<file path="src/rtl/sabcr_defs.svh">
// Timing counts and field sizes for the converter serial readout
`ifndef SABCR_DEFS_SVH
`define SABCR_DEFS_SVH
`define SABCR_RES_BITS 18
`define SABCR_MIDSCALE 18'h20000
`define SABCR_FULLSCALE 18'h3FFFF
`define SABCR_CONV_NS 1600
`define SABCR_CLK_NS 50
`define SABCR_CONV_CYC ((`SABCR_CONV_NS + `SABCR_CLK_NS - 1) / `SABCR_CLK_NS)
`define SABCR_SCLK_HALF 4
`define SABCR_FIFO_DEPTH 8
`endif

</file>
<file path="src/rtl/sabcr_pkg.sv">
// Types shared by both ends of the converter serial readout
package sabcr_pkg;
   typedef enum logic [1:0] {
      SABCR_MODE_WIRE4,
      SABCR_MODE_CHAIN,
      SABCR_MODE_CHAIN_BUSY
   } sabcr_mode_t;
endpackage : sabcr_pkg

</file>
<file path="src/rtl/sabcr_link_if.sv">
// Serial link between converter and host
`timescale 1ns/10ps
interface sabcr_link_if;
   logic conv_start;
   logic chain_in;
   logic sclk;
   logic sdo_out;
   logic sdo_oe;
   modport dev (
      input conv_start,
      input chain_in,
      input sclk,
      output sdo_out,
      output sdo_oe
   );
   modport host (
      output conv_start,
      output chain_in,
      output sclk,
      input sdo_out,
      input sdo_oe
   );
endinterface : sabcr_link_if

</file>
<file path="src/rtl/sabcr_fifo.sv">
// Small valid/ready FIFO
`timescale 1ns/10ps
module sabcr_fifo #(
   parameter int WIDTH = 18,
   parameter int DEPTH = 8
) (
   // Clock and reset
   input wire logic clk_sys_i,
   input wire logic resetn_i,
   // Fill side
   input wire logic in_valid_i,
   output logic in_ready_o,
   input wire logic [WIDTH-1:0] in_data_i,
   // Drain side
   output logic out_valid_o,
   input wire logic out_ready_i,
   output logic [WIDTH-1:0] out_data_o
);
   localparam int AW = $clog2(DEPTH);
   initial begin
      if (DEPTH < 2 || (1 << AW) != DEPTH) $error("DEPTH must be a power of two");
   end
   logic [WIDTH-1:0] mem [DEPTH];
   logic [AW:0] wr_ptr;
   logic [AW:0] rd_ptr;
   logic push;
   logic pop;
   assign push = in_valid_i && in_ready_o;
   assign pop = out_valid_o && out_ready_i;
   assign in_ready_o = (wr_ptr - rd_ptr) != (AW+1)'(DEPTH);
   assign out_valid_o = wr_ptr != rd_ptr;
   assign out_data_o = mem[rd_ptr[AW-1:0]];
   always_ff @(posedge clk_sys_i or negedge resetn_i) begin
      if (!resetn_i) begin
         wr_ptr <= '0;
      end else if (push) begin
         wr_ptr <= wr_ptr + 1'b1;
      end
   end
   always_ff @(posedge clk_sys_i or negedge resetn_i) begin
      if (!resetn_i) begin
         rd_ptr <= '0;
      end else if (pop) begin
         rd_ptr <= rd_ptr + 1'b1;
      end
   end
   always_ff @(posedge clk_sys_i) begin
      if (push) begin
         mem[wr_ptr[AW-1:0]] <= in_data_i;
      end
   end
endmodule : sabcr_fifo

</file>
<file path="src/rtl/sabcr_host.sv">
// Host end: starts conversions, clocks out results into a FIFO
`timescale 1ns/10ps
`include "sabcr_defs.svh"
module sabcr_host #(
   parameter int RES_BITS = `SABCR_RES_BITS,
   parameter int CONV_CYC = `SABCR_CONV_CYC,
   parameter int SCLK_HALF = `SABCR_SCLK_HALF,
   parameter int FIFO_DEPTH = `SABCR_FIFO_DEPTH
) (
   // Clock and reset
   input wire logic clk_sys_i,
   input wire logic resetn_i,
   // Link
   sabcr_link_if.host link,
   // User request
   input wire logic start_i,
   input wire sabcr_pkg::sabcr_mode_t mode_i,
   output logic idle_o,
   // Result stream
   output logic res_valid_o,
   input wire logic res_ready_i,
   output logic [RES_BITS-1:0] res_data_o
);
   import sabcr_pkg::*;
   initial begin
      if (SCLK_HALF < 1 || RES_BITS < 2) $error("Bad parameters");
   end
   typedef enum logic [2:0] {
      SABCR_H_IDLE, SABCR_H_LOW, SABCR_H_WAIT, SABCR_H_CLK, SABCR_H_PUSH
   } sabcr_host_state_t;
   ////////////////////////////////////////////////////////////////////
   logic [1:0] sdo_meta;
   logic [1:0] sdo_sync;
   always_ff @(posedge clk_sys_i or negedge resetn_i) begin
      if (!resetn_i) begin
         sdo_meta <= 2'h0;
         sdo_sync <= 2'h0;
      end else begin
         sdo_meta <= {link.sdo_out, link.sdo_oe};
         sdo_sync <= sdo_meta;
      end
   end
   ////////////////////////////////////////////////////////////////////
   sabcr_host_state_t state;
   sabcr_mode_t mode;
   logic cs;
   logic ci;
   logic ck;
   logic [15:0] cnt;
   logic [5:0] falls;
   logic [RES_BITS-1:0] word;
   logic f_ready;
   logic push;
   always_ff @(posedge clk_sys_i or negedge resetn_i) begin
      if (!resetn_i) begin
         state <= SABCR_H_IDLE;
         mode <= SABCR_MODE_WIRE4;
         cs <= 1'b0;
         ci <= 1'b1;
         ck <= 1'b0;
         cnt <= '0;
         falls <= '0;
         word <= '0;
      end else begin
         case (state)
            SABCR_H_IDLE: begin
               if (start_i && f_ready) begin
                  mode <= mode_i;
                  ci <= mode_i == SABCR_MODE_WIRE4;
                  ck <= mode_i == SABCR_MODE_CHAIN_BUSY;
                  cs <= 1'b0;
                  cnt <= 16'(SCLK_HALF * 2);
                  state <= SABCR_H_LOW;
               end
            end
            SABCR_H_LOW: begin
               if (cnt != '0) begin
                  cnt <= cnt - 1'b1;
               end else begin
                  cs <= 1'b1;
                  cnt <= 16'(SCLK_HALF * 2);
                  state <= SABCR_H_WAIT;
               end
            end
            SABCR_H_WAIT: begin
               if (cnt != '0) begin
                  cnt <= cnt - 1'b1;
               end else begin
                  ck <= 1'b0;
                  // Chain busy: chain_in follows conv_start and enables the busy bit
                  ci <= mode == SABCR_MODE_CHAIN_BUSY;
                  if (mode == SABCR_MODE_CHAIN || sdo_sync[0] && sdo_sync[1] == 1'b0
                      && mode == SABCR_MODE_WIRE4 || mode == SABCR_MODE_CHAIN_BUSY
                      && sdo_sync[1]) begin
                     cnt <= 16'(CONV_CYC + 8);
                     falls <= '0;
                     state <= mode == SABCR_MODE_CHAIN ? SABCR_H_PUSH : SABCR_H_CLK;
                  end
               end
            end
            SABCR_H_PUSH: begin
               if (cnt != '0) begin
                  cnt <= cnt - 1'b1;
               end else begin
                  cnt <= 16'(SCLK_HALF);
                  state <= SABCR_H_CLK;
               end
            end
            SABCR_H_CLK: begin
               if (cnt != '0) begin
                  cnt <= cnt - 1'b1;
               end else if (!ck && falls == 6'(RES_BITS + (mode == SABCR_MODE_CHAIN ? 0 : 1))) begin
                  cs <= mode != SABCR_MODE_WIRE4;
                  ci <= mode == SABCR_MODE_WIRE4;
                  state <= SABCR_H_IDLE;
               end else begin
                  cnt <= 16'(SCLK_HALF);
                  ck <= !ck;
                  // Capture at the fall: the bit shifted at the previous fall has settled for four clk_sys_i cycles
                  if (ck) begin
                     falls <= falls + 1'b1;
                     if (mode == SABCR_MODE_CHAIN || falls != '0) begin
                        word <= {word[RES_BITS-2:0], sdo_sync[1]};
                     end
                  end
               end
            end
            default: state <= SABCR_H_IDLE;
         endcase
      end
   end
   assign push = state == SABCR_H_CLK && cnt == '0 && !ck
                 && falls == 6'(RES_BITS + (mode == SABCR_MODE_CHAIN ? 0 : 1));
   sabcr_fifo #(.WIDTH(RES_BITS), .DEPTH(FIFO_DEPTH)) u_fifo (
      .clk_sys_i(clk_sys_i),
      .resetn_i(resetn_i),
      .in_valid_i(push),
      .in_ready_o(f_ready),
      .in_data_i(word),
      .out_valid_o(res_valid_o),
      .out_ready_i(res_ready_i),
      .out_data_o(res_data_o)
   );
   always_ff @(posedge clk_sys_i or negedge resetn_i) begin
      if (!resetn_i) begin
         idle_o <= 1'b0;
      end else begin
         idle_o <= state == SABCR_H_IDLE;
      end
   end
   assign link.conv_start = cs;
   assign link.chain_in = ci;
   assign link.sclk = ck;
endmodule : sabcr_host

</file>
<file path="src/flat_wrapper.sv">
// flat-port wrapper written by rule: the top's interface ports become plain ports
module sabcr_host_flat import sabcr_pkg::*;
#(
   parameter int RES_BITS = `SABCR_RES_BITS,
   parameter int CONV_CYC = `SABCR_CONV_CYC,
   parameter int SCLK_HALF = `SABCR_SCLK_HALF,
   parameter int FIFO_DEPTH = `SABCR_FIFO_DEPTH
)
  (clk_sys_i, resetn_i, start_i, mode_i, idle_o, res_valid_o, res_ready_i, res_data_o, link_conv_start, link_chain_in, link_sclk, link_sdo_out, link_sdo_oe);
  sabcr_link_if link_i ();
  input wire logic clk_sys_i;
  input wire logic resetn_i;
  input wire logic start_i;
  input wire sabcr_pkg::sabcr_mode_t mode_i;
  output logic idle_o;
  output logic res_valid_o;
  input wire logic res_ready_i;
  output logic [RES_BITS-1:0] res_data_o;
  output wire logic [$bits(link_i.conv_start)-1:0] link_conv_start;
  output wire logic [$bits(link_i.chain_in)-1:0] link_chain_in;
  output wire logic [$bits(link_i.sclk)-1:0] link_sclk;
  input wire logic [$bits(link_i.sdo_out)-1:0] link_sdo_out;
  input wire logic [$bits(link_i.sdo_oe)-1:0] link_sdo_oe;
  assign link_conv_start = link_i.conv_start;
  assign link_chain_in = link_i.chain_in;
  assign link_sclk = link_i.sclk;
  assign link_i.sdo_out = link_sdo_out;
  assign link_i.sdo_oe = link_sdo_oe;
  sabcr_host #(.RES_BITS(RES_BITS), .CONV_CYC(CONV_CYC), .SCLK_HALF(SCLK_HALF), .FIFO_DEPTH(FIFO_DEPTH)) u_core (.clk_sys_i(clk_sys_i), .resetn_i(resetn_i), .link(link_i), .start_i(start_i), .mode_i(mode_i), .idle_o(idle_o), .res_valid_o(res_valid_o), .res_ready_i(res_ready_i), .res_data_o(res_data_o));
endmodule
</file>
<file path="config.mk">
export PLATFORM = sky130hd
export DESIGN_NAME = sabcr_host_flat
export DESIGN_NICKNAME = d
export VERILOG_FILES = /design/src/rtl/sabcr_pkg.sv /design/src/rtl/sabcr_link_if.sv /design/src/rtl/sabcr_fifo.sv /design/src/rtl/sabcr_host.sv /design/src/flat_wrapper.sv
export VERILOG_INCLUDE_DIRS = /design/src /design/src/rtl
export SDC_FILE = /design/constraint.sdc
export NUM_CORES = 1
export LEC_CHECK = 0
export BUFFER_PORTS_ARGS = -buffer_cell sky130_fd_sc_hd__buf_2
export CORE_MARGIN = 3
export CORE_UTILIZATION = 45
export DETAILED_ROUTE_END_ITERATION = 7
export PLACE_DENSITY_LB_ADDON = 0.15
export SYNTH_ARGS = -nofsm -noshare
export SYNTH_HDL_FRONTEND = slang
export SYNTH_SLANG_ARGS = --single-unit
</file>
<file path="constraint.sdc">
create_clock -name clk_sys_i -period 4.3 [get_ports clk_sys_i]
set_clock_uncertainty 0.1 [all_clocks]
set_input_delay 0.215 -clock clk_sys_i [delete_from_list [all_inputs] [get_ports clk_sys_i]]
set_output_delay 0.215 -clock clk_sys_i [all_outputs]
set_load 0.02 [all_outputs]
</file>
; ---- After elaboration in Yosys (flattened, before gate mapping)
; Memories as Yosys holds them, arrays and structs flattened.
; Cells that the tools add are included.
; W data, S select, Z words.
[op_classes]
n_addsub = 6
eq_ne = 21
muxes = 41
bitwise_logic = 3
n_reduce_logical = 33
[op_table]
columns = op, n
row1 = $mux W16, 7
row2 = $pmux W16 S5, 1
row3 = $mux W6, 5
row4 = $mux W3, 8
row5 = $reduce_and A5 Y1, 4
row6 = $logic_not A16 Y1, 1
row7 = $reduce_bool A16 Y1, 1
row8 = $sub A16 B1 Y16 const B, 1
row9 = $mux W1, 15
row10 = $pmux W3 S5, 1
row11 = $pmux W6 S2, 1
row12 = $logic_and A1 B1 Y1, 10
row13 = $ne A2 B2 Y1 const B, 5
row14 = $pmux W1 S3, 3
row15 = $add A4 B1 Y4 const B, 2
row16 = $ne A2 B1 Y1 const B, 4
row17 = $reduce_and A7 Y1, 1
row18 = $add A6 B1 Y6 const B, 1
row19 = $add A6 B6 Y6 const A, 1
row20 = $eq A3 B2 Y1 const B, 2
row21 = $eq A6 B6 Y1, 1
row22 = $reduce_and A6 Y1, 1
row23 = $reduce_bool A3 Y1, 2
row24 = $reduce_bool A6 Y1, 1
row25 = other kinds (18), 25
[totals]
register_bits = 61
mem_bits_rw = 144
in_bits = 8
output_inout_bits = 23
elab_cells = 118
mem_count = 1
[mem_list]
columns = name, words, width, read_ports, rd_clocked_by_memory_dff, wr, line_no
row1 = u_core.u_fifo.mem, 8, 18, 1, 0, 1, sabcr_fifo.sv:23  ; logic [WIDTH-1:0] mem [DEPTH];

; ---- Longest topological paths before layout
[logic_depth]
ltp_word = 8
depth_mapped = 11
mapped_depth_nobuf = 8

; ---- Modules after synthesis
; From an unflattened synthesis, not the netlist that was laid out.
[unflattened]
cells_unflattened = 581
hier_area_um2 = 8828.5
[by_module_without_submodules]
columns = mod, n_inst, cells_per_inst, area_each_um2, seq_area_each_um2
row1 = sabcr_fifo, 1, 303, 5957.0, 4524.3
row2 = sabcr_host, 1, 278, 2871.5, 1327.5

; ---- Worst setup path before layout
; Ideal clock, no wire load.
[synth_timing]
kind = reg-to-reg
start = register u_core.u_fifo.rd_ptr[1]
end = memory u_core.u_fifo.mem[2][0] (enable)
setup_ps = 446
t_arrival_ps = 4006
required_ps = 3754
slack_ps = -252
path_stages_with_launch = 10
n_path_buf = 2
synth_period_minus_slack_ps = 4552
cell_sequence = dfrtp_1 > clkbuf_1 > clkbuf_1 > inv_1 > ha_1 > nand3b_1 > a21oi_1 > nand4b_1 > nand3_1 > nor4b_1
[synth_via]
elab_chain_cells = 5
[synth_rtl]
columns = element, line_no
row1 = from (decl), sabcr_fifo.sv:25  ; logic [AW:0] rd_ptr;
row2 = from (signal assigned), sabcr_fifo.sv:44  ; rd_ptr <= rd_ptr + 1'b1;
row3 = $sub A4 B4 Y4, sabcr_fifo.sv:30  ; assign in_ready_o = (wr_ptr - rd_ptr) != (AW+1)'(DEPTH);
row4 = $ne A4 B4 Y1, sabcr_fifo.sv:30
row5 = $logic_and A1 B1 Y1, sabcr_fifo.sv:28  ; assign push = in_valid_i && in_ready_o;
row6 = $mux W1, sabcr_fifo.sv:48  ; if (push) begin
row7 = $mux W1 (not written as such), sabcr_fifo.sv:49  ; mem[wr_ptr[AW-1:0]] <= in_data_i;
row8 = to (decl), sabcr_fifo.sv:23
; Every way passes these cells.

; ---- Worst setup path after layout
[layout_timing]
start = register u_core.state[1]
end = memory u_core.u_fifo.mem[7][8] (enable)
[layout_via]
elab_chain_cells = 7
[layout_rtl]
columns = element, line_no
row1 = from (decl), sabcr_host.sv:44  ; sabcr_host_state_t state;
row2 = from (signal assigned), sabcr_host.sv:97  ; state <= mode == SABCR_MODE_CHAIN ? SABCR_H_PUSH : SABCR_H_CLK;
row3 = $eq A3 B2 Y1, sabcr_host.sv:132  ; assign push = state == SABCR_H_CLK && cnt == '0 && !ck
row4 = $logic_and A1 B1 Y1 (2 in series), sabcr_host.sv:132
row5 = $logic_and A1 B1 Y1, sabcr_host.sv:133  ; && falls == 6'(RES_BITS + (mode == SABCR_MODE_CHAIN ? 0 : 1));
row6 = $logic_and A1 B1 Y1, sabcr_fifo.sv:28
row7 = $mux W1, sabcr_fifo.sv:48
row8 = $mux W1 (not written as such), sabcr_fifo.sv:49
; Every way passes these cells.

==> flow_summary.ini <==
[worst_setup_path]
slowest_stage = dfrtp_1
crit_fanout = 15
critical_path_required_ns = 4.40
worstSetupPathType = reg -> reg
rr_startpoint = u_core.state[1]
r2r_cells = 6
max_stage_delay_ns = 0.60
crit_chain = nor2b_1 > nand2_1 > nor3_4 > nand4_1 > nor2_2 > buf_4
arrival_ns = 3.36
reg2reg_to = u_core.u_fifo.mem[7][8]
setup.worst_path.end = u_core.u_fifo.mem[7][8]
crit_path_start_kind = flip-flop
reg2reg_slack_ns = 1.04
end_kind = flip-flop
startpoint = u_core.state[1]

[final_layout]
regArea_mm2 = 0.00585
final_cell_count_no_fill = 890
multi_input_area_mm2 = 0.00279
fillers = 1562
design_area_mm2 = 0.0101
syn_to_final_growth_pct = 15.4
diodes = 0
drive_gt1_share_pct = 26.7
mostFrequentLayoutCell = edfxtp_1
mostFrequentLayoutCells = 144 x edfxtp_1, 75 x nand2_1, 59 x dfrtp_1, 36 x mux4_2, 30 x buf_2
layout.nets = 629

[die]
die_area_mm2 = 0.0211
ioPinCount = 31
fp.coreArea_mm2 = 0.0189
fp.dieH_um = 145
start_util_pct = 46.3
placementRows = 50
die_w_um = 145

[worst_hold_path]
min_path_cells = 4
min_path_type = in -> reg

[sta]
slew_viol_final = 0
setup_viol = 0
whs_ns = 0.135
rsz0062_at_grt = false
fin_crit_ns = 3.26
max_freq_mhz = 307
tightest_slew_ns = 0.841
tns_ns = 0
max_slew_margin_pct = 43.9
min_period_over_period_pct = 75.7
hold_violations = 0

[grt]
grtUsageTotal_pct = 16.5
top_usage_layer = met2
met1_usage_pct = 21.4
grt.met3_usage_pct = 2.65
grt_max_degree = 62
grt_pass1_wl_mm = 28.0
grt-ovfl-total = 0
grt_use_met2_pct = 28.3
first_global_vias = 5145
antenna_found_initial = 0

[yosys]
synth-seq-area-share_pct = 66.9
netlist_top_cells_area = edfxtp_1 49%, dfrtp_1 17%, mux4_2 9.3%
yosys_warnings = 0
synth_cell_type_count = 67
netlist_instances = 560
avgSynthCellArea_um2 = 15.6
async_flop_share_pct = 29.8
yosysTopAreaCell = edfxtp_1
syn_nets = 576
ys_ff_latch = 205
syn_area_mm2 = 0.00875
synth_top_area_share_pct = 49.4
synthFlopType = edfxtp_1
synth-edff-count = 144

[route]
viasPerCell = 5.53
via_count = 4923
wl_mm = 17.2
drt_first_pass_iters = 6
drc = 0
wire_per_inst_um = 19.3
antenna_left = 0
drtIter0Drc = 253

[clocking]
clk_path_buf_depth = 3
cts.sinks = 205
clk_latency_ns = 0.51
cts_setup_buffers = 0
clk_pin_slew_ns = 0.06
cts_root_buf = clkbuf_16
cts_hold_buffers = 6
cts.repair.resized = 0
htreeDepth = 1
cts_made_buffers = 23
cts_tree = done

[pwr]
vdd.ir_drop.worst_mv = 0.272
powerDensity_mw_per_mm2 = 400
power.leakage_uw = 0.00328

[job]
drv_cap = 0

[placed_design]
placed_cells = 842
io_buffers = 30
gp_congestion = 0.802
placed_area_mm2 = 0.00928
place_hpwl_mm = 10.3

[run_status]
outcome = finished, final reports clean
critical path: cells and delay by family (launching register included):
family / cells / cell delay (ns)
flops: 1 / 0.60
buf+inv: 1 / 0.32
simple gates: 5 / 1.92
routing by layer:
layer | wire length [um] | vias to the layer above
li1 | - | 2278
met1 | 7390 | 2497
met2 | 8740 | 121
met3 | 670 | 27
met4 | 421 | 0
met5 | 0 | -
power by group:
group / internal [uW] / total, uW / switching (uW)
logic: 7.64 / 23.2 / 15.6
clock network: 1120 / 1920 / 795
registers: 2100 / 2100 / 1.06
stage by stage:
stage / total power [uW] / util (%) / setup slack [ns]
3_5_place_dp: 2160 / 49.1 / 1.05
5_1_grt: 4180 / 53.4 / 0.775
2_1_floorplan: 2140 / - / 0.383
4_1_cts: 4090 / 53.4 / 1.05
3_3_place_gp: 2160 / 49.1 / 1.25
6_report: 4040 / 53.4 / 1.04
cell usage after synthesis, drive strengths merged, types with 3 or more instances:
library cell,instances
mux2,25
o41ai,8
nor2b,6
edfxtp,144
nand2,75
and3,3
o21ai,15
inv,12
nor2,20
o31ai,7
mux4,36
a31oi,3
xnor2,9
or3,5
nor3,11
clkbuf,15
dfrtp,60
nor4,6
xor2,5
a21oi,15
nand2b,4
a2111oi,3
buf,8
or2,3
nand3,17
ha,8
o2bb2ai,3
how the worst min path moves through the flow:
stage | to | from | slack (ns)
floorplan | u_core.cnt[0] | resetn_i | -0.18
global placement | u_core.sdo_meta[0] | link_sdo_oe | 0.23
detailed placement | u_core.sdo_meta[0] | link_sdo_oe | 0.22
CTS | u_core.link.sclk | start_i | 0.10
global route | u_core.link.sclk | start_i | 0.12
finish | u_core.link.sclk | start_i | 0.13
registers in the layout, indices dropped and copies added (netlist names):
register	flops
u_core.cnt	16
u_core.falls	6
u_core.idle_o	1
u_core.link.chain_in	1
u_core.link.conv_start	1
u_core.link.sclk	1
u_core.mode	2
u_core.sdo_meta	2
u_core.sdo_sync	2
u_core.state	3
u_core.u_fifo.mem	144
u_core.u_fifo.rd_ptr	4
u_core.u_fifo.wr_ptr	4
u_core.word	18
area by class of cell:
cell class              count  area share, %
flip-flops and latches    205           58.0
multi-input cells         319           27.6
clock buffers              26           5.81
well taps                 260           3.22
repair buffers             51           3.20
clock inverters            16           1.69
inverters                  13          0.484
cells by family (layout without fill, tap and decap cells):
family	count (synthesis)	count (layout)	synth area share (%)
adders and majority gates	8	8	1.14
and+or+nand+nor	164	164	9.76
AOI/OAI and AO/OA	71	71	5.88
DFF	205	205	66.9
buffers and inverters	36	106	1.89
muxes	62	62	13.0
xor gates and xnor gates	14	14	1.40
(Power assumes the default switching activity.)
